===== config.mk =====
export PLATFORM = sky130hd
export DESIGN_NAME = udtec_top
export DESIGN_NICKNAME = d
export VERILOG_FILES = /design/src/core/udtec_pkg.sv /design/src/core/udtec_ch_if.sv /design/src/core/udtec_top.sv /design/src/core/udtec_channel.sv
export SDC_FILE = /design/constraint.sdc
export NUM_CORES = 1
export LEC_CHECK = 0
export BUFFER_PORTS_ARGS = -buffer_cell sky130_fd_sc_hd__buf_2
export CORE_ASPECT_RATIO = 0.8
export CORE_UTILIZATION = 60
export CTS_CLUSTER_DIAMETER = 200
export DETAILED_ROUTE_END_ITERATION = 8
export PLACE_DENSITY_LB_ADDON = 0.25
export SYNTH_ARGS = -nofsm -noshare
export SYNTH_HDL_FRONTEND = slang
export SYNTH_SLANG_ARGS = --single-unit

===== constraint.sdc =====
create_clock -name pclk -period 4.7 [get_ports pclk]
set_input_delay 0.705 -clock pclk [delete_from_list [all_inputs] [get_ports pclk]]
set_output_delay 0.705 -clock pclk [all_outputs]
set_load 0.01 [all_outputs]

===== src/core/udtec_pkg.sv =====
// Constants, register map and field layout of the up/down timer with edge capture
package udtec_pkg;
    localparam int CNT_W = 11;
    localparam int RTC_W = 22;
    localparam int PINS = 12;
    localparam int PER_W = 8;
    localparam int SEL_W = 4;
    localparam int ADDR_W = 8;
    // Register offsets
    localparam logic [ADDR_W-1:0] OFS_CTRL = 8'h00;
    localparam logic [ADDR_W-1:0] OFS_CFG = 8'h04;
    localparam logic [ADDR_W-1:0] OFS_STAT = 8'h08;
    localparam logic [ADDR_W-1:0] OFS_CLR = 8'h0c;
    localparam logic [ADDR_W-1:0] OFS_CAP1 = 8'h10;
    localparam logic [ADDR_W-1:0] OFS_CAP2 = 8'h14;
    // Counter control fields
    localparam int CTRL_RUN = 0;
    localparam int CTRL_GATE = 1;
    localparam int CTRL_IRQ = 2;
    localparam int CTRL_DOWN = 3;
    localparam int CTRL_WRAP = 4;
    localparam int CTRL_FAST = 5;
    localparam int CTRL_RELOAD_LSB = 16;
    localparam logic [31:0] CTRL_MASK = 32'h07ff_003f;
    localparam logic [31:0] CTRL_RST = 32'h0000_0000;
    // Sense config fields, channel 2 sits CFG_CH2 bits higher
    localparam int CFG_SEL_LSB = 0;
    localparam int CFG_FALL = 4;
    localparam int CFG_COUNT = 5;
    localparam int CFG_IRQ = 6;
    localparam int CFG_SRC = 7;
    localparam int CFG_PER_LSB = 8;
    localparam int CFG_CH2 = 16;
    localparam logic [31:0] CFG_RST = 32'h0000_0000;
    // Status and clear fields
    localparam int ST_EV_LSB = 0;
    localparam int ST_LOST_LSB = 2;
    localparam int ST_TMR = 4;
    localparam int ST_CNT_LSB = 16;
    localparam int CLR_CH1 = 0;
    localparam int CLR_CH2 = 1;
    localparam int CLR_TMR = 2;
    localparam logic [SEL_W-1:0] SEL_FIRST = 4'h1;
endpackage


===== src/core/udtec_ch_if.sv =====
// Configuration and result bundle between the timer core and one sense channel
`timescale 1ns/1ps
interface udtec_ch_if #(
    parameter int PINS = 12,
    parameter int CNT_W = 11,
    parameter int RTC_W = 22,
    parameter int PER_W = 8
);
    logic [udtec_pkg::SEL_W-1:0] pin_sel;
    logic falling;
    logic counting;
    logic irq_on;
    logic src_rtc;
    logic [PER_W-1:0] period;
    logic [PINS-1:0] pins;
    logic tick;
    logic run;
    logic clear;
    logic [CNT_W-1:0] count;
    logic [RTC_W-1:0] rtc;
    logic event_flag;
    logic lost;
    logic irq;
    logic [RTC_W-1:0] value;
    modport top (output pin_sel, falling, counting, irq_on, src_rtc, period, pins, tick, run,
                 clear, count, rtc, input event_flag, lost, irq, value);
    modport ch (input pin_sel, falling, counting, irq_on, src_rtc, period, pins, tick, run,
                clear, count, rtc, output event_flag, lost, irq, value);
endinterface


===== src/core/udtec_top.sv =====
// APB slave, 11-bit up/down counter and two edge sense channels
//
// The APB slave port and the register offsets are this design's own decisions.
`timescale 1ns/1ps
module udtec_top #(
    parameter int PINS = udtec_pkg::PINS,
    parameter int CNT_W = udtec_pkg::CNT_W,
    parameter int RTC_W = udtec_pkg::RTC_W,
    parameter int PER_W = udtec_pkg::PER_W
) (
    input wire logic pclk,
    input wire logic presetn,
    input wire logic psel,
    input wire logic penable,
    input wire logic pwrite,
    input wire logic [udtec_pkg::ADDR_W-1:0] paddr,
    input wire logic [31:0] pwdata,
    output logic [31:0] prdata,
    output logic pready,
    output logic pslverr,
    input wire logic [PINS-1:0] gpio_in,
    input wire logic low_power_clock,
    input wire logic [RTC_W-1:0] rtc_value,
    output logic counter_irq,
    output logic ch1_irq,
    output logic ch2_irq
);
    // Field packing depends on these limits
    if (CNT_W > 16 || CNT_W < 2 || RTC_W > 32 || RTC_W <= CNT_W) begin : g_bad_width
        $error("udtec_top: unsupported counter or snapshot width");
    end
    if (PINS < 1 || PINS > 15 || PER_W > 8 || PER_W < 2) begin : g_bad_chan
        $error("udtec_top: unsupported pin count or period width");
    end

    logic pready_r;
    logic pslverr_r;
    logic [31:0] prdata_r;
    logic [31:0] ctrl_r;
    logic [31:0] cfg_r;
    logic [PINS-1:0] gpio_s1_r;
    logic [PINS-1:0] gpio_s2_r;
    logic lpc_s1_r;
    logic lpc_s2_r;
    logic lpc_d_r;
    logic [CNT_W-1:0] count_r;
    logic [CNT_W-1:0] count_nxt;
    logic tmr_ev_r;
    logic counter_irq_r;

    // APB decode
    wire acc_wait = psel & penable & ~pready_r;
    wire acc_done = psel & penable & pready_r;
    wire wr_done = acc_done & pwrite;
    wire sel_ctrl = (paddr == udtec_pkg::OFS_CTRL);
    wire sel_cfg = (paddr == udtec_pkg::OFS_CFG);
    wire sel_stat = (paddr == udtec_pkg::OFS_STAT);
    wire sel_clr = (paddr == udtec_pkg::OFS_CLR);
    wire sel_cap1 = (paddr == udtec_pkg::OFS_CAP1);
    wire sel_cap2 = (paddr == udtec_pkg::OFS_CAP2);
    wire mapped = sel_ctrl | sel_cfg | sel_stat | sel_clr | sel_cap1 | sel_cap2;
    wire clr_wr = wr_done & sel_clr;
    wire clr_ch1 = clr_wr & pwdata[udtec_pkg::CLR_CH1];
    wire clr_ch2 = clr_wr & pwdata[udtec_pkg::CLR_CH2];
    wire clr_tmr = clr_wr & pwdata[udtec_pkg::CLR_TMR];

    // Control fields
    wire run = ctrl_r[udtec_pkg::CTRL_RUN];
    wire gate = ctrl_r[udtec_pkg::CTRL_GATE];
    wire irq_on = ctrl_r[udtec_pkg::CTRL_IRQ];
    wire down = ctrl_r[udtec_pkg::CTRL_DOWN];
    wire wrap_on = ctrl_r[udtec_pkg::CTRL_WRAP];
    wire fast = ctrl_r[udtec_pkg::CTRL_FAST];
    wire [CNT_W-1:0] reload = ctrl_r[udtec_pkg::CTRL_RELOAD_LSB +: CNT_W];
    wire [31:0] ctrl_mask = udtec_pkg::CTRL_MASK;

    // Low-power clock becomes a one-cycle tick on its rising edge
    wire lpc_rise = lpc_s2_r & ~lpc_d_r;
    wire tick = fast ? 1'b1 : lpc_rise;
    wire step = run & gate & tick;
    // Wraparound is honoured only while counting up
    wire wrap = wrap_on & ~down;
    wire [CNT_W-1:0] cnt_inc = count_r + {{(CNT_W-1){1'b0}}, 1'b1};
    wire [CNT_W-1:0] cnt_dec = count_r - {{(CNT_W-1){1'b0}}, 1'b1};
    wire hit_down = (count_r == '0);
    wire hit_wrap = (cnt_inc == '0);
    wire hit_up = (count_r == reload);
    wire hit = down ? hit_down : (wrap ? hit_wrap : hit_up);
    wire tmr_set = step & hit;

    udtec_ch_if #(.PINS(PINS), .CNT_W(CNT_W), .RTC_W(RTC_W), .PER_W(PER_W)) ch1_if ();
    udtec_ch_if #(.PINS(PINS), .CNT_W(CNT_W), .RTC_W(RTC_W), .PER_W(PER_W)) ch2_if ();

    // Channel configuration and shared stimulus; both may pick the same pin
    localparam int C2 = udtec_pkg::CFG_CH2;
    assign ch1_if.pin_sel = cfg_r[udtec_pkg::CFG_SEL_LSB +: udtec_pkg::SEL_W];
    assign ch1_if.falling = cfg_r[udtec_pkg::CFG_FALL];
    assign ch1_if.counting = cfg_r[udtec_pkg::CFG_COUNT];
    assign ch1_if.irq_on = cfg_r[udtec_pkg::CFG_IRQ];
    assign ch1_if.src_rtc = cfg_r[udtec_pkg::CFG_SRC];
    assign ch1_if.period = cfg_r[udtec_pkg::CFG_PER_LSB +: PER_W];
    assign ch1_if.pins = gpio_s2_r;
    assign ch1_if.tick = step;
    assign ch1_if.run = run;
    assign ch1_if.clear = clr_ch1;
    assign ch1_if.count = count_r;
    assign ch1_if.rtc = rtc_value;
    assign ch2_if.pin_sel = cfg_r[C2 + udtec_pkg::CFG_SEL_LSB +: udtec_pkg::SEL_W];
    assign ch2_if.falling = cfg_r[C2 + udtec_pkg::CFG_FALL];
    assign ch2_if.counting = cfg_r[C2 + udtec_pkg::CFG_COUNT];
    assign ch2_if.irq_on = cfg_r[C2 + udtec_pkg::CFG_IRQ];
    assign ch2_if.src_rtc = cfg_r[C2 + udtec_pkg::CFG_SRC];
    assign ch2_if.period = cfg_r[C2 + udtec_pkg::CFG_PER_LSB +: PER_W];
    assign ch2_if.pins = gpio_s2_r;
    assign ch2_if.tick = step;
    assign ch2_if.run = run;
    assign ch2_if.clear = clr_ch2;
    assign ch2_if.count = count_r;
    assign ch2_if.rtc = rtc_value;

    udtec_channel #(.PINS(PINS), .CNT_W(CNT_W), .RTC_W(RTC_W), .PER_W(PER_W)) u_ch1 (
        .pclk(pclk),
        .presetn(presetn),
        .chi(ch1_if.ch)
    );

    udtec_channel #(.PINS(PINS), .CNT_W(CNT_W), .RTC_W(RTC_W), .PER_W(PER_W)) u_ch2 (
        .pclk(pclk),
        .presetn(presetn),
        .chi(ch2_if.ch)
    );

    // Status word and read mux
    wire [1:0] ev_bits = {ch2_if.event_flag, ch1_if.event_flag};
    wire [1:0] lost_bits = {ch2_if.lost, ch1_if.lost};
    wire [31:0] stat_word = (32'(count_r) << udtec_pkg::ST_CNT_LSB)
                          | (32'(tmr_ev_r) << udtec_pkg::ST_TMR)
                          | (32'(lost_bits) << udtec_pkg::ST_LOST_LSB)
                          | (32'(ev_bits) << udtec_pkg::ST_EV_LSB);
    wire [31:0] rdata = sel_ctrl ? ctrl_r
                      : sel_cfg ? cfg_r
                      : sel_stat ? stat_word
                      : sel_cap1 ? 32'(ch1_if.value)
                      : sel_cap2 ? 32'(ch2_if.value)
                      : 32'h0000_0000;

    // Every access has one wait state
    always_ff @(posedge pclk or negedge presetn) begin
        if (!presetn) begin
            pready_r <= 1'b0;
            pslverr_r <= 1'b0;
            prdata_r <= 32'h0000_0000;
        end else begin
            pready_r <= acc_wait;
            pslverr_r <= acc_wait & ~mapped;
            if (acc_wait) begin
                prdata_r <= pwrite ? 32'h0000_0000 : rdata;
            end
        end
    end

    // Software registers; only presetn clears them, so they ride out system power-down
    always_ff @(posedge pclk or negedge presetn) begin
        if (!presetn) begin
            ctrl_r <= udtec_pkg::CTRL_RST;
            cfg_r <= udtec_pkg::CFG_RST;
        end else begin
            if (wr_done & sel_ctrl) begin
                ctrl_r <= pwdata & ctrl_mask;
            end
            if (wr_done & sel_cfg) begin
                cfg_r <= pwdata;
            end
        end
    end

    // Two-stage synchronisers for pins and the low-power clock
    always_ff @(posedge pclk or negedge presetn) begin
        if (!presetn) begin
            gpio_s1_r <= '0;
            gpio_s2_r <= '0;
            lpc_s1_r <= 1'b0;
            lpc_s2_r <= 1'b0;
            lpc_d_r <= 1'b0;
        end else begin
            gpio_s1_r <= gpio_in;
            gpio_s2_r <= gpio_s1_r;
            lpc_s1_r <= low_power_clock;
            lpc_s2_r <= lpc_s1_r;
            lpc_d_r <= lpc_s2_r;
        end
    end

    // Counter next value: down reloads at zero, up restarts after threshold, wrap rolls over
    always_comb begin
        count_nxt = count_r;
        if (!run) begin
            count_nxt = '0;
        end else if (step) begin
            if (down) begin
                count_nxt = hit_down ? reload : cnt_dec;
            end else if (wrap) begin
                count_nxt = cnt_inc;
            end else begin
                count_nxt = hit_up ? '0 : cnt_inc;
            end
        end
    end

    always_ff @(posedge pclk or negedge presetn) begin
        if (!presetn) begin
            count_r <= '0;
            tmr_ev_r <= 1'b0;
            counter_irq_r <= 1'b0;
        end else begin
            count_r <= count_nxt;
            tmr_ev_r <= (tmr_ev_r & ~clr_tmr) | tmr_set;
            counter_irq_r <= tmr_ev_r & irq_on;
        end
    end

    assign prdata = prdata_r;
    assign pready = pready_r;
    assign pslverr = pslverr_r;
    assign counter_irq = counter_irq_r;
    assign ch1_irq = ch1_if.irq;
    assign ch2_irq = ch2_if.irq;
endmodule


===== src/core/udtec_channel.sv =====
// One edge sense channel: capture or edge-group cycle counting
`timescale 1ns/1ps
module udtec_channel #(
    parameter int PINS = 12,
    parameter int CNT_W = 11,
    parameter int RTC_W = 22,
    parameter int PER_W = 8
) (
    input wire logic pclk,
    input wire logic presetn,
    udtec_ch_if.ch chi
);
    logic lvl_d_r;
    logic ev_r;
    logic lost_r;
    logic irq_r;
    logic [RTC_W-1:0] value_r;
    logic [PER_W-1:0] edge_cnt_r;
    logic [RTC_W-1:0] cyc_r;

    wire sel_ok = (chi.pin_sel >= udtec_pkg::SEL_FIRST) && (chi.pin_sel <= PINS);
    wire [udtec_pkg::SEL_W-1:0] idx = chi.pin_sel - udtec_pkg::SEL_FIRST;
    wire pin_lvl = sel_ok ? chi.pins[idx] : 1'b0;
    wire edg = chi.falling ? (lvl_d_r & ~pin_lvl) : (~lvl_d_r & pin_lvl);
    wire cnt_mode = chi.counting & chi.run;
    wire [PER_W:0] seen = {1'b0, edge_cnt_r} + {{PER_W{1'b0}}, 1'b1};
    wire grp_done = cnt_mode & edg & (seen >= {1'b0, chi.period});
    wire cap_ev = chi.counting ? grp_done : edg;
    wire [RTC_W-1:0] cyc_now = cyc_r + {{(RTC_W-1){1'b0}}, chi.tick};
    wire [RTC_W-1:0] stamp = chi.src_rtc ? chi.rtc : {{(RTC_W-CNT_W){1'b0}}, chi.count};
    wire [RTC_W-1:0] snap = chi.counting ? cyc_now : stamp;
    wire store = cap_ev & (~ev_r | chi.clear);
    wire ev_nxt = (ev_r & ~chi.clear) | cap_ev;
    wire lost_nxt = (lost_r & ~chi.clear) | (cap_ev & ev_r & ~chi.clear);

    always_ff @(posedge pclk or negedge presetn) begin
        if (!presetn) begin
            lvl_d_r <= 1'b0;
            ev_r <= 1'b0;
            lost_r <= 1'b0;
            irq_r <= 1'b0;
            value_r <= '0;
        end else begin
            lvl_d_r <= pin_lvl;
            ev_r <= ev_nxt;
            lost_r <= lost_nxt;
            irq_r <= ev_nxt & chi.irq_on;
            if (store) begin
                value_r <= snap;
            end
        end
    end

    // Edge group counter; the closing edge opens the next group
    always_ff @(posedge pclk or negedge presetn) begin
        if (!presetn) begin
            edge_cnt_r <= '0;
            cyc_r <= '0;
        end else if (!cnt_mode) begin
            edge_cnt_r <= '0;
            cyc_r <= '0;
        end else if (grp_done) begin
            edge_cnt_r <= {{(PER_W-1){1'b0}}, 1'b1};
            cyc_r <= '0;
        end else begin
            if (edg) begin
                edge_cnt_r <= seen[PER_W-1:0];
            end
            if (edge_cnt_r != '0) begin
                cyc_r <= cyc_now;
            end
        end
    end

    assign chi.event_flag = ev_r;
    assign chi.lost = lost_r;
    assign chi.irq = irq_r;
    assign chi.value = value_r;
endmodule


# == After elaboration in Yosys (flattened, before gate mapping) ==
# Index checks and enable logic that the tools add are counted.
# word_totals
input_bits,80
word_cells,170
reg_bits,235
# op_classes
mux,41
reduce_logical,7
magnitude_cmp,8
bitwise_logic,68
add_sub_neg,8
n_eq_ne,11
# op_table
cell,n
two-way mux 22 bit,12
two-way mux 32 bit,3
two-way mux 11 bit,6
two-way mux 8 bit,6
adder 22 x 1 -> 22 bit,2
bitwise AND 1 bit,40
two-way mux 27 bit,1
OR 27 x 2 -> 27 bit,1
OR 27 x 4 -> 27 bit,1
OR 27 x 5 -> 27 bit,1
zero test 11 bit,2
adder 8 x 1 -> 9 bit (second input constant),2
>= comparator 9 x 8 -> 1 bit,2
== test 8 x 4 -> 1 bit (second input constant),2
== test 8 x 5 -> 1 bit (second input constant),2
nonzero test 8 bit,2
inverter 1 bit,13
OR 1 bit,12
adder 11 x 1 -> 11 bit (second input constant),1
== test 11 bit,1
two-way mux 1 bit,11
subtractor 11 x 1 -> 11 bit (second input constant),1
less-than comparator 4 x 5 -> 1 bit (second input constant),2
binary-select mux 1 bit (select 4 bit),2
9 further kinds,15

# == Longest topological paths before layout ==
# Gate-level depths: netlist of run 1.
# logic_depth
ltp_word,13
mapped_depth,13
ltp_nobuf,12

# == By module ==
# From an unflattened synthesis of run 1, not the netlist that was laid out.
# hier_totals
cells_unflattened,1312
area_unflattened_um2,13508.0
# modules_own_cells
module,area_each_um2,cells_each,seq_area_each_um2,instances
udtec_top,5959.5,526,3078.0,1
udtec_channel at u_ch2,3829.9,406,1401.3,1
udtec_channel at u_ch1,3718.6,380,1401.3,1

# == Least setup slack after synthesis of run 1 ==
# Ideal clock, no wire load.
# synth_path
path_kind,register to register
startpoint,register lpc_d_r
endpoint,"register u_ch2.value_r[20], in the netlist u_ch2.chi.value[20]"
stages_incl_launch_ff,14
arrival_time_ps,3097
slack_ps,1479
path_buffers,1
period_less_slack_ps,3221
cell_sequence,dfrtp_1 -> nor2b_1 -> o211ai_1 -> inv_1 -> clkbuf_1 -> ha_1 -> ha_1 -> nand3_1 -> nor4_1 -> nor2b_1 -> nand2_1 -> xnor2_1 -> a22o_1 -> mux2_2
# synth_via
elab_chain_len,6
# synth_rtl
item,line_no,rtl
"start, declared",udtec_top.sv:45,logic lpc_d_r;
"start signal, assigned",udtec_top.sv:190,lpc_d_r <= lpc_s2_r;
inverter 1 bit,udtec_top.sv:78,wire lpc_rise = lpc_s2_r & ~lpc_d_r;
bitwise AND 1 bit,udtec_top.sv:78,
two-way mux 1 bit,udtec_top.sv:79,wire tick = fast ? 1'b1 : lpc_rise;
bitwise AND 1 bit,udtec_top.sv:80,wire step = run & gate & tick;
adder 22 x 1 -> 22 bit,udtec_channel.sv:29,"wire [RTC_W-1:0] cyc_now = cyc_r + {{(RTC_W-1){1'b0}}, chi.tick};"
two-way mux 22 bit,udtec_channel.sv:31,wire [RTC_W-1:0] snap = chi.counting ? cyc_now : stamp;
"end signal, assigned",udtec_channel.sv:49,value_r <= snap;
"end, declared",udtec_channel.sv:17,logic [RTC_W-1:0] value_r;
# No other way between the ends.
# A chain may end at the register's enable or synchronous reset.

# == Worst setup path after layout of run 1 ==
# layout_path
startpoint,register ctrl_r[0]
endpoint,"register u_ch2.value_r[20], in the netlist u_ch2.chi.value[20]"
# layout_via
elab_chain_len,5
# layout_rtl
item,line_no,rtl
"start, declared",udtec_top.sv:39,logic [31:0] ctrl_r;
"start signal, assigned",udtec_top.sv:165,ctrl_r <= udtec_pkg::CTRL_RST;
"start signal, assigned",udtec_top.sv:169,ctrl_r <= pwdata & ctrl_mask;
"parallel branches: the longest is 5 deep, another holds adder 22 x 1 -> 22 bit",n/a,
# Several ways; the timed one is not identified.

==> results of run 1 <==
==> registers in the layout, indices dropped and copies added, names as in the netlist, 11 cells and up <==
| name | cells |
|---|---|
| u_ch2.cyc_r | 22 |
| u_ch1.cyc_r | 22 |
| ch1_if.pins | 12 |
| u_ch1.chi.value | 22 |
| cfg_r | 32 |
| ch1_if.count | 11 |
| prdata | 32 |
| ctrl_r | 17 |
| gpio_s1_r | 12 |
| u_ch2.chi.value | 22 |
==> cell usage in the layout, fill, tap and decap left out, drive strengths merged, types with 8 or more instances in the layout <==
cell      n
nand3    53
clkinv    9
nor3     17
a21oi    39
nor2    102
or3      10
clkbuf   29
dfrtp   235
inv      45
xor2     58
nand4    16
mux2     82
nand2   132
o21ai   107
o22ai    10
nor2b    12
mux2i    56
nand2b    9
a221o    11
o221a    11
nor3b     8
ha       31
xnor2    56
buf     134
and3     20
a22o     21
==> final cells by class <==
type,instances,area [sq um]
multi-input cells,950,6570
fillers,1606,6410
flip-flops and latches,235,5880
repair buffers,134,738
clock buffers,29,651
well taps,269,337
clock inverters,14,180
inverters,45,169
==> worst max-delay path by stage <==
stage	start	end	slack [ps]
after floorplan	lpc_d_r	u_ch2.chi.value[20]	1480
after global placement	ctrl_r[0]	u_ch2.chi.value[20]	1140
after detailed placement	ctrl_r[0]	u_ch2.chi.value[20]	930
after CTS	ctrl_r[0]	u_ch2.chi.value[20]	860
after global routing	ctrl_r[0]	u_ch2.chi.value[20]	500
final	ctrl_r[0]	u_ch2.chi.value[20]	840
==> routing by layer <==
layer | vias up | routed length, um
met5 | - | 0
met3 | 56 | 3070
met2 | 504 | 15500
met4 | 0 | 790
li1 | 4767 | -
met1 | 5110 | 15400
==> kinds of logic after synthesis <==
group,Yosys count
buffers and inverters,121
muxes,140
DFF,235
and+or+nand+nor,407
xor gates and xnor gates,114
AOI/OAI and AO/OA,258
adders and majority gates,31
==> through the flow <==
| stage | cells | hold WS [ps] |
|---|---|---|
| floorplan | 1306 | 331 |
| global placement | 1633 | 336 |
| detailed placement | 1633 | 336 |
| CTS | 1676 | 278 |
| global route | 1676 | 280 |
| finish | 1676 | 244 |
==> where the power goes <==
part           internal, mW  leakage [nW]  switching [mW]  total [mW]
combinational        0.0561          3.21           0.113       0.169
clock                  1.21         0.411           0.823        2.03
sequential             2.04          3.08          0.0106        2.05
==> critical path, cell delays in order (launching register included) <==
cell,delay [ps]
dfrtp_1,590
o211ai_1,390
inv_1,190
buf_4,200
ha_1,200
ha_1,220
nand3_1,210
nor4_1,620
nor2b_1,380
nand2_1,120
xnor2_1,140
a22o_1,230
mux2_2,260
==> out/results.ini, run 1 <==
[logic_synthesis]
netlist.area_leader.share_pct=45.4
synthTopCellsByCount=235 x dfrtp_1, 132 x nand2_1, 107 x o21ai_0
yosys_warnings=0
synthAdderAreaFrac_pct=3.00
synth_area_leaders=dfrtp_1 45%, mux2_2 7.0%, mux2i_1 4.3%
synth-compound-area-share_pct=13.1
ys_ff_latch=235
synth_mux_area_share_pct=11.9
synth_most_common_cell=dfrtp_1
synthCells=1306
syn-cell-area_sq_mm=0.0129
synth_ff_type=dfrtp_1
async_flop_share_pct=100
syn-num-nets=1417
yosys.area_share.xor_xnor_pct=7.71
synth_edf_count=0
synth.avg_cell_area_sq_um=9.91
synth_top_family_by_area=simple AND/OR/NAND/NOR gates
synth_top_area_cell=dfrtp_1
synthSimpleGateAreaFrac_pct=15.0
yosysUniqueCellTypes=66
synth_seq_area_share_pct=45.4

[sta]
setup_viol=0
timing.final.ws_setup_ps=843
drv_slew=0
tns_ps=0
fin_crit_ps=3860
final_hold_viol_count=0
worst_pin_slew_ps=1160
skew_ps=11.9
fin_crit_sh_pct=82.1
timing.fmax_mhz=259
rsz0062_at_grt=no
slew_headroom_pct=22.8

[drt]
route.detailed.drc=8
vias=10400
via_per_inst=6.23
drtIter0Drc=1146
drt-total-wl_mm=34.7
drtAntennaViolNets=0
wl_per_cell_um=20.7
dr.pass1.iters=9

[placement]
pre_cts_slack_ps=933
globalplace.congestion=0.971
dp_hpwl_mm=24.7
port_buffers=116
place_area_sq_mm=0.0137

[status]
failed_checks=design-rule violations
outcome=complete, but fails checks

[die]
die_area_sq_mm=0.0222
io_pins=117
rows=47
die_h_um=133
chipWidth_um=166
initial_core_util_pct=61.8
design.core.area_sq_mm=0.0209

[critical_path]
rrSetupSlack_ps=840
crit_path_start_kind=flop
worst-path-max-fanout=13
critical_path_arrival_ps=4270
rr_endpoint=u_ch2.chi.value[20]
r2r_cells=12
r2r_start=ctrl_r[0]
cp_data_required_time_ps=5110
path_class=reg -> reg
end_kind=flop

[clock_network]
cts_root_buffer=clkbuf_16
h-tree-depth=1
holdBufCountCts=0
cts.reportedPaths.clkPinSlew_ps=70
ctsResizeCount=0
post_cts_buffers=0
cts_tree=built
cts.sinks=235
cts_buffers=24
clockBufferDepth=3
clock_latency_ps=530

[grt]
overflow=0
use_met3_pct=5.76
grt_pass1_vias=10100
grt_max_degree=123
grt_pass1_wl_mm=55.7
met1_usage_pct=47.5
grt.total_usage_pct=32.0
grt.busiest_layer=met2
grt.met2_usage_pct=48.7
antenna_found_initial=0

[job]
max_cap_viol_count=0

[power]
p_leak_nw=6.70
power.density_mw_per_mm2=293
ir_drop_uv=260
p_total_mw=4.25

[layout]
area_growth_pct=12.2
finish.utilization_pct=69.4
nets=1501
diodes=0
final_area_sq_mm=0.0145
drive_above_1_share_pct=20.3

[min_path]
hold_class=in -> async

Power figures use the tool's default switching activity.
==> run 2, diff against run 1 <==
--- a/config.mk
+++ b/config.mk
@@ -7,7 +7,7 @@
 export LEC_CHECK = 0
 export BUFFER_PORTS_ARGS = -buffer_cell sky130_fd_sc_hd__buf_2
 export CORE_ASPECT_RATIO = 0.8
-export CORE_UTILIZATION = 60
+export CORE_UTILIZATION = 54
 export CTS_CLUSTER_DIAMETER = 200
 export DETAILED_ROUTE_END_ITERATION = 8
 export PLACE_DENSITY_LB_ADDON = 0.25
==> constraint.sdc (replaced) <==
create_clock -name pclk -period 3.5 [get_ports pclk]
set_input_delay 0.525 -clock pclk [delete_from_list [all_inputs] [get_ports pclk]]
set_output_delay 0.525 -clock pclk [all_outputs]
set_load 0.01 [all_outputs]
==> out/results.ini, run 2 (same netlist as run 1, synthesis figures left out) <==
[drt]
vias=10400  ; -0.13%
drtIter0Drc=1015  ; -11%
wl_per_cell_um=19.9  ; -3.9%
drt-total-wl_mm=34.6  ; -0.45%
dr.pass1.iters=5  ; -4
via_per_inst=6.00  ; -3.6%
drtAntennaViolNets=0  ; unchanged
route.detailed.drc=0  ; -8

[die]
die_area_sq_mm=0.0246  ; +11%
die_h_um=140  ; +5.3%
io_pins=117  ; unchanged
rows=50  ; +6.4%
initial_core_util_pct=55.2  ; -6.7 points
chipWidth_um=175  ; +5.3%
design.core.area_sq_mm=0.0235  ; +12%

[grt]
grt_pass1_wl_mm=54.9  ; -1.5%
met1_usage_pct=42.2  ; -5.4 points
use_met3_pct=3.99  ; -1.8 points
grt_max_degree=86  ; -30%
grt.total_usage_pct=28.4  ; -3.6 points
overflow=0  ; unchanged
grt_pass1_vias=10000  ; -0.76%
grt.met2_usage_pct=43.9  ; -4.8 points
antenna_found_initial=1  ; +1
grt.busiest_layer=met2

[sta]
timing.fmax_mhz=308  ; +19%
fin_crit_sh_pct=92.7  ; +11 points
timing.final.ws_setup_ps=254  ; -589 ps
tns_ps=0  ; unchanged
slew_headroom_pct=36.7  ; +14 points
worst_pin_slew_ps=947  ; -210 ps
timing.hold.ws_ps=-16.5  ; -260 ps
fin_crit_ps=3250  ; -611 ps
rsz0062_at_grt=no
setup_viol=0  ; unchanged
skew_ps=12.7  ; +0.709 ps
drv_slew=0  ; unchanged
final_hold_viol_count=10  ; +10

[clock_network]
cts_root_buffer=clkbuf_16
clockBufferDepth=3  ; unchanged
clock_latency_ps=520  ; about the same
holdBufCountCts=0  ; unchanged
cts.reportedPaths.clkPinSlew_ps=60  ; about the same
cts_buffers=25  ; +4.2%
cts.sinks=235  ; unchanged
cts_tree=built
h-tree-depth=1  ; unchanged

[status]
outcome=complete, but fails checks
failed_checks=negative hold slack

[placement]
pre_cts_slack_ps=182  ; -751 ps
port_buffers=116  ; unchanged
globalplace.congestion=0.938  ; -3.4%
place_inst=1690  ; +3.5%
dp_hpwl_mm=24.9  ; +0.89%

[min_path]
hold_class=in -> async

[layout]
diodes=0  ; unchanged
layout_common_cells=235 x dfrtp_1, 132 x nand2_1, 115 x buf_2
layout.cells.non_filler=1737  ; +3.6%
final_common_cell=dfrtp_1
nets=1518  ; +1.1%
drive_above_1_share_pct=21.3  ; +1.0 points
area_growth_pct=13.9

[critical_path]
r2r_start=cfg_r[0]
path_cells=inv_1, ha_1, o21ai_0, o221ai_1, o211ai_2, mux2_4, nor3b_4, buf_4, mux2_2
rrSetupSlack_ps=250  ; -590 ps
slowest_delay_ps=600  ; -20 ps
crit_buf_inv=2  ; unchanged
critical_path_arrival_ps=3650  ; -620 ps
worst-path-max-fanout=22  ; +9
crit_slowest_cell=dfrtp_1
end_kind=flop
crit_path_start_kind=flop
cp_data_required_time_ps=3910  ; -1200 ps
r2r_cells=9  ; -3
rr_endpoint=u_ch1.chi.value[5]
path_class=reg -> reg
critPathTopFamily=multiplexers

[power]
clkPwrFrac_pct=48.0  ; +0.2 points
ir_drop_uv=341  ; +31%
p_leak_nw=6.78  ; +1.3%
seqPwrFrac_pct=48.0  ; -0.2 points
power.density_mw_per_mm2=389  ; +33%
sw_frac_of_total_pct=22.2  ; -0.083 points
p_switching_mw=1.27  ; +34%
pwr-share-comb_pct=4.0  ; about the same
p_int_mw=4.46  ; +35%

[job]
max_cap_viol_count=0  ; unchanged

[run 2: changes by cell type in the layout (fill, tap and decap cells not counted), sizes merged]
cell      previous run  this run
bufinv               4         3
clkinv               9         4
inv                 45        46
buf                134       150
clkinvlp             1         3
clkbuf              29        34
[run 2: worst max-delay path by stage]
stage	from	to	slack, ps	cells after the start
2_1_floorplan	lpc_d_r	u_ch2.chi.value[20]	280	13
3_3_place_gp	u_ch2.edge_cnt_r[0]	u_ch2.chi.value[18]	270	12
3_5_place_dp	u_ch2.edge_cnt_r[0]	u_ch2.chi.value[19]	180	12
4_1_cts	u_ch2.edge_cnt_r[0]	u_ch2.chi.value[5]	140	12
5_1_grt	u_ch1.edge_cnt_r[0]	u_ch1.chi.value[9]	10	13
6_report	cfg_r[0]	u_ch1.chi.value[5]	250	9
[run 2: final cells by class]
| cell class | count | area [sq um] |
|---|---|---|
| timing repair buffer | 150 | 887 |
| inverter | 45 | 169 |
| clock inverter | 11 | 141 |
| fill | 1968 | 8710 |
| multi-input combinational | 950 | 6570 |
| tap | 312 | 390 |
| sequential | 235 | 5880 |
| clock buffer | 34 | 709 |
[run 2: per-stage QoR]
stage          power, mW  hold WS [ps]  utilization [%]  instance area [sq um]
3_3_place_gp        3.03           336             59.1                  13900
2_1_floorplan       2.88           229                -                  12900
3_5_place_dp        3.03           335             59.1                  13900
5_1_grt             5.91          46.5             62.9                  14700
6_report            5.73         -16.5             62.9                  14700
4_1_cts             5.78          30.1             62.8                  14700
[run 2: repair_timing]
action | 4_1_cts | 5_1_grt
resized for setup | 0 | 2
setup buffers | 0 | 2
endpoints found under the setup margin | 0 | 22
[run 2: per-layer routing]
layer | share of wire (%) | vias up
met1 | 45 | 5159
met2 | 46 | 411
li1 | - | 4804
met5 | 0.038 | -
met4 | 1.9 | 2
met3 | 7.2 | 47
[run 2: power by group through the flow]
stage / Sequential, mW / Combinational [mW] / Clock (mW)
2_1_floorplan: 2.80 / 0.0784 / 0
3_3_place_gp: 2.80 / 0.226 / 0
4_1_cts: 2.75 / 0.231 / 2.79
5_1_grt: 2.75 / 0.250 / 2.90
6_report: 2.75 / 0.228 / 2.75
3_5_place_dp: 2.80 / 0.229 / 0
==> run 3, diff against run 2 <==
--- a/config.mk
+++ b/config.mk
@@ -7,8 +7,7 @@
 export LEC_CHECK = 0
 export BUFFER_PORTS_ARGS = -buffer_cell sky130_fd_sc_hd__buf_2
 export CORE_ASPECT_RATIO = 0.8
-export CORE_UTILIZATION = 54
-export CTS_CLUSTER_DIAMETER = 200
+export CORE_UTILIZATION = 45
 export DETAILED_ROUTE_END_ITERATION = 8
 export PLACE_DENSITY_LB_ADDON = 0.25
 export SYNTH_ARGS = -nofsm -noshare
==> constraint.sdc (replaced) <==
create_clock -name pclk -period 2.8 [get_ports pclk]
set_input_delay 0.42 -clock pclk [delete_from_list [all_inputs] [get_ports pclk]]
set_output_delay 0.42 -clock pclk [all_outputs]
set_load 0.01 [all_outputs]
==> out/results.ini, run 3 (same netlist as run 1, synthesis figures left out) <==
[job]
max_cap_viol_count=0  ; unchanged

[sta]
setup_viol=16  ; +16
timing.final.ws_setup_ps=-64.1  ; -318 ps
drv_slew=0  ; unchanged
skew_ps=8.19  ; -4.47 ps
fin_crit_sh_pct=102  ; +9.5 points
rsz0062_at_grt=yes
worst_pin_slew_ps=842  ; -106 ps
final_hold_viol_count=0  ; -10
timing.fmax_mhz=349  ; +13%
slew_headroom_pct=43.9  ; +7.2 points
tns_ps=-569  ; -569 ps
fin_crit_ps=2860  ; -382 ps

[placement]
dp_hpwl_mm=27.2  ; +9.2%
port_buffers=116  ; unchanged
place_area_sq_mm=0.0145  ; +4.4%
globalplace.congestion=1.02  ; +9.2%

[die]
design.core.area_sq_mm=0.0283  ; +21%
die_area_sq_mm=0.0295  ; +20%
io_pins=117  ; unchanged
die_h_um=154  ; +9.4%
rows=55  ; +10%
chipWidth_um=192  ; +9.4%
initial_core_util_pct=45.8  ; -9.4 points

[drt]
drtAntennaViolNets=0  ; unchanged
drt-total-wl_mm=37.6  ; +8.9%
via_per_inst=5.67  ; -5.4%
vias=10600  ; +1.8%
drtIter0Drc=981  ; -3.3%
dr.pass1.iters=5  ; unchanged
wl_per_cell_um=20.1  ; +1.2%
route.detailed.drc=0  ; unchanged

[clock_network]
cts_buffers=26  ; +4.0%
cts_tree=built
cts_root_buffer=clkbuf_16
h-tree-depth=1  ; unchanged
cts.reportedPaths.clkPinSlew_ps=60  ; about the same
clock_latency_ps=540  ; +20 ps
cts.sinks=235  ; unchanged
clockBufferDepth=3  ; unchanged

[layout]
area_growth_pct=21.6
diodes=0  ; unchanged
finish.utilization_pct=55.7  ; -7.2 points
final_common_cell=dfrtp_1
fill_cells=2495  ; +27%
layout_common_cells=232 x dfrtp_1, 132 x nand2_1, 115 x buf_2
final_area_sq_mm=0.0157  ; +6.7%
drive_above_1_share_pct=26.2  ; +4.9 points
nets=1593  ; +4.9%

[critical_path]
r2r_start=u_ch1.edge_cnt_r[1]
path_class=reg -> reg
cp_data_required_time_ps=3230  ; -680 ps
r2r_cells=14  ; +5
critical_path_arrival_ps=3290  ; -360 ps
setup.worst_path.end=u_ch1.chi.value[20]
crit_path_start_kind=flop
rr_endpoint=u_ch1.chi.value[20]
worst-path-max-fanout=5  ; -77%
rrSetupSlack_ps=-60  ; -320 ps
crit_start=u_ch1.edge_cnt_r[1]
end_kind=flop

[min_path]
hold_class=in -> reg

[grt]
grt_max_degree=72  ; -16%
overflow=0  ; unchanged
grt.total_usage_pct=26.0  ; -2.4 points
grt_pass1_wl_mm=59.6  ; +8.6%
antenna_found_initial=0  ; -1
grt_pass1_vias=10300  ; +2.8%

[status]
outcome=complete, but fails checks
failed_checks=negative setup slack

[power]
power.density_mw_per_mm2=469  ; +21%
ir_drop_uv=432  ; +27%
p_leak_nw=7.22  ; +6.4%

## run 3: cell types whose count changed in the layout (fill, tap and decap cells not counted), sizes merged
cell / previous run / this run
buf: 150 / 209
dlygate4sd3: 0 / 14
clkbuf: 34 / 40
clkinvlp: 3 / 1
clkinv: 4 / 3
inv: 46 / 45
## run 3: worst min-delay path by stage
stage	from	to	cells after the start
detailed placement	gpio_s1_r[5]	ch1_if.pins[5]	0
global route	pwdata[11]	cfg_r[11]	3
CTS	pwdata[12]	cfg_r[12]	3
finish	pwdata[9]	cfg_r[9]	3
floorplan	presetn	cfg_r[0]	0
global placement	gpio_s1_r[2]	ch1_if.pins[2]	0
## run 3: cell type report
| cell class | count | area [sq um] | area share [%] |
|---|---|---|---|
| inverters | 45 | 169 | 1.07 |
| well taps | 370 | 463 | 2.94 |
| clock inverters | 7 | 124 | 0.787 |
| repair buffers | 224 | 1580 | 10.0 |
| clock buffers | 39 | 779 | 4.95 |
| flip-flops and latches | 235 | 5880 | 37.4 |
| multi-input cells | 950 | 6740 | 42.8 |
## run 3: critical path: stages, from the launching register on
cell       delay [ps]
dfrtp_1           420
ha_4              190
nand3_2           100
inv_2              70
nand3_2           100
xnor2_1           160
ha_1              300
nor2b_1           120
o21ai_0            80
o211a_1           180
o21ai_2           170
nor3b_4           250
buf_6             150
clkbuf_16         150
mux2_2            330
## run 3: per-stage QoR
stage,hold WS (ps),power (mW),setup slack (ps),instances
global placement,334,3.81,-1.43,1802
global route,75.9,7.61,-167,1870
floorplan,124,3.60,-45.2,1306
detailed placement,337,3.82,-113,1802
finish,78.7,7.39,-64.1,1870
CTS,63.5,7.45,-7.53,1868
## run 3: repair_timing
| action | CTS | global route |
|---|---|---|
| setup endpoints to repair | 44 | 71 |
| setup buffers | 5 | 2 |
| pin swaps | 2 | 7 |
| hold buffers | 14 | 0 |
| cloned | 1 | 1 |
| hold endpoints to repair | 78 | 0 |
| gates resized for setup | 9 | 28 |
## run 3: report_power, final
part	switching [mW]	internal (mW)	leakage [nW]	total, mW
clock	1.43	2.19	0.441	3.62
sequential	0.0156	3.43	3.07	3.44
combinational	0.204	0.124	3.70	0.329
total	1.65	5.74	7.22	7.39
## run 3: layer usage
layer	track usage [%]	part of all wire [%]
met5	0	0
met4	5.59	2.2
met3	3.70	6.6
met2	38.4	43
met1	40.0	48
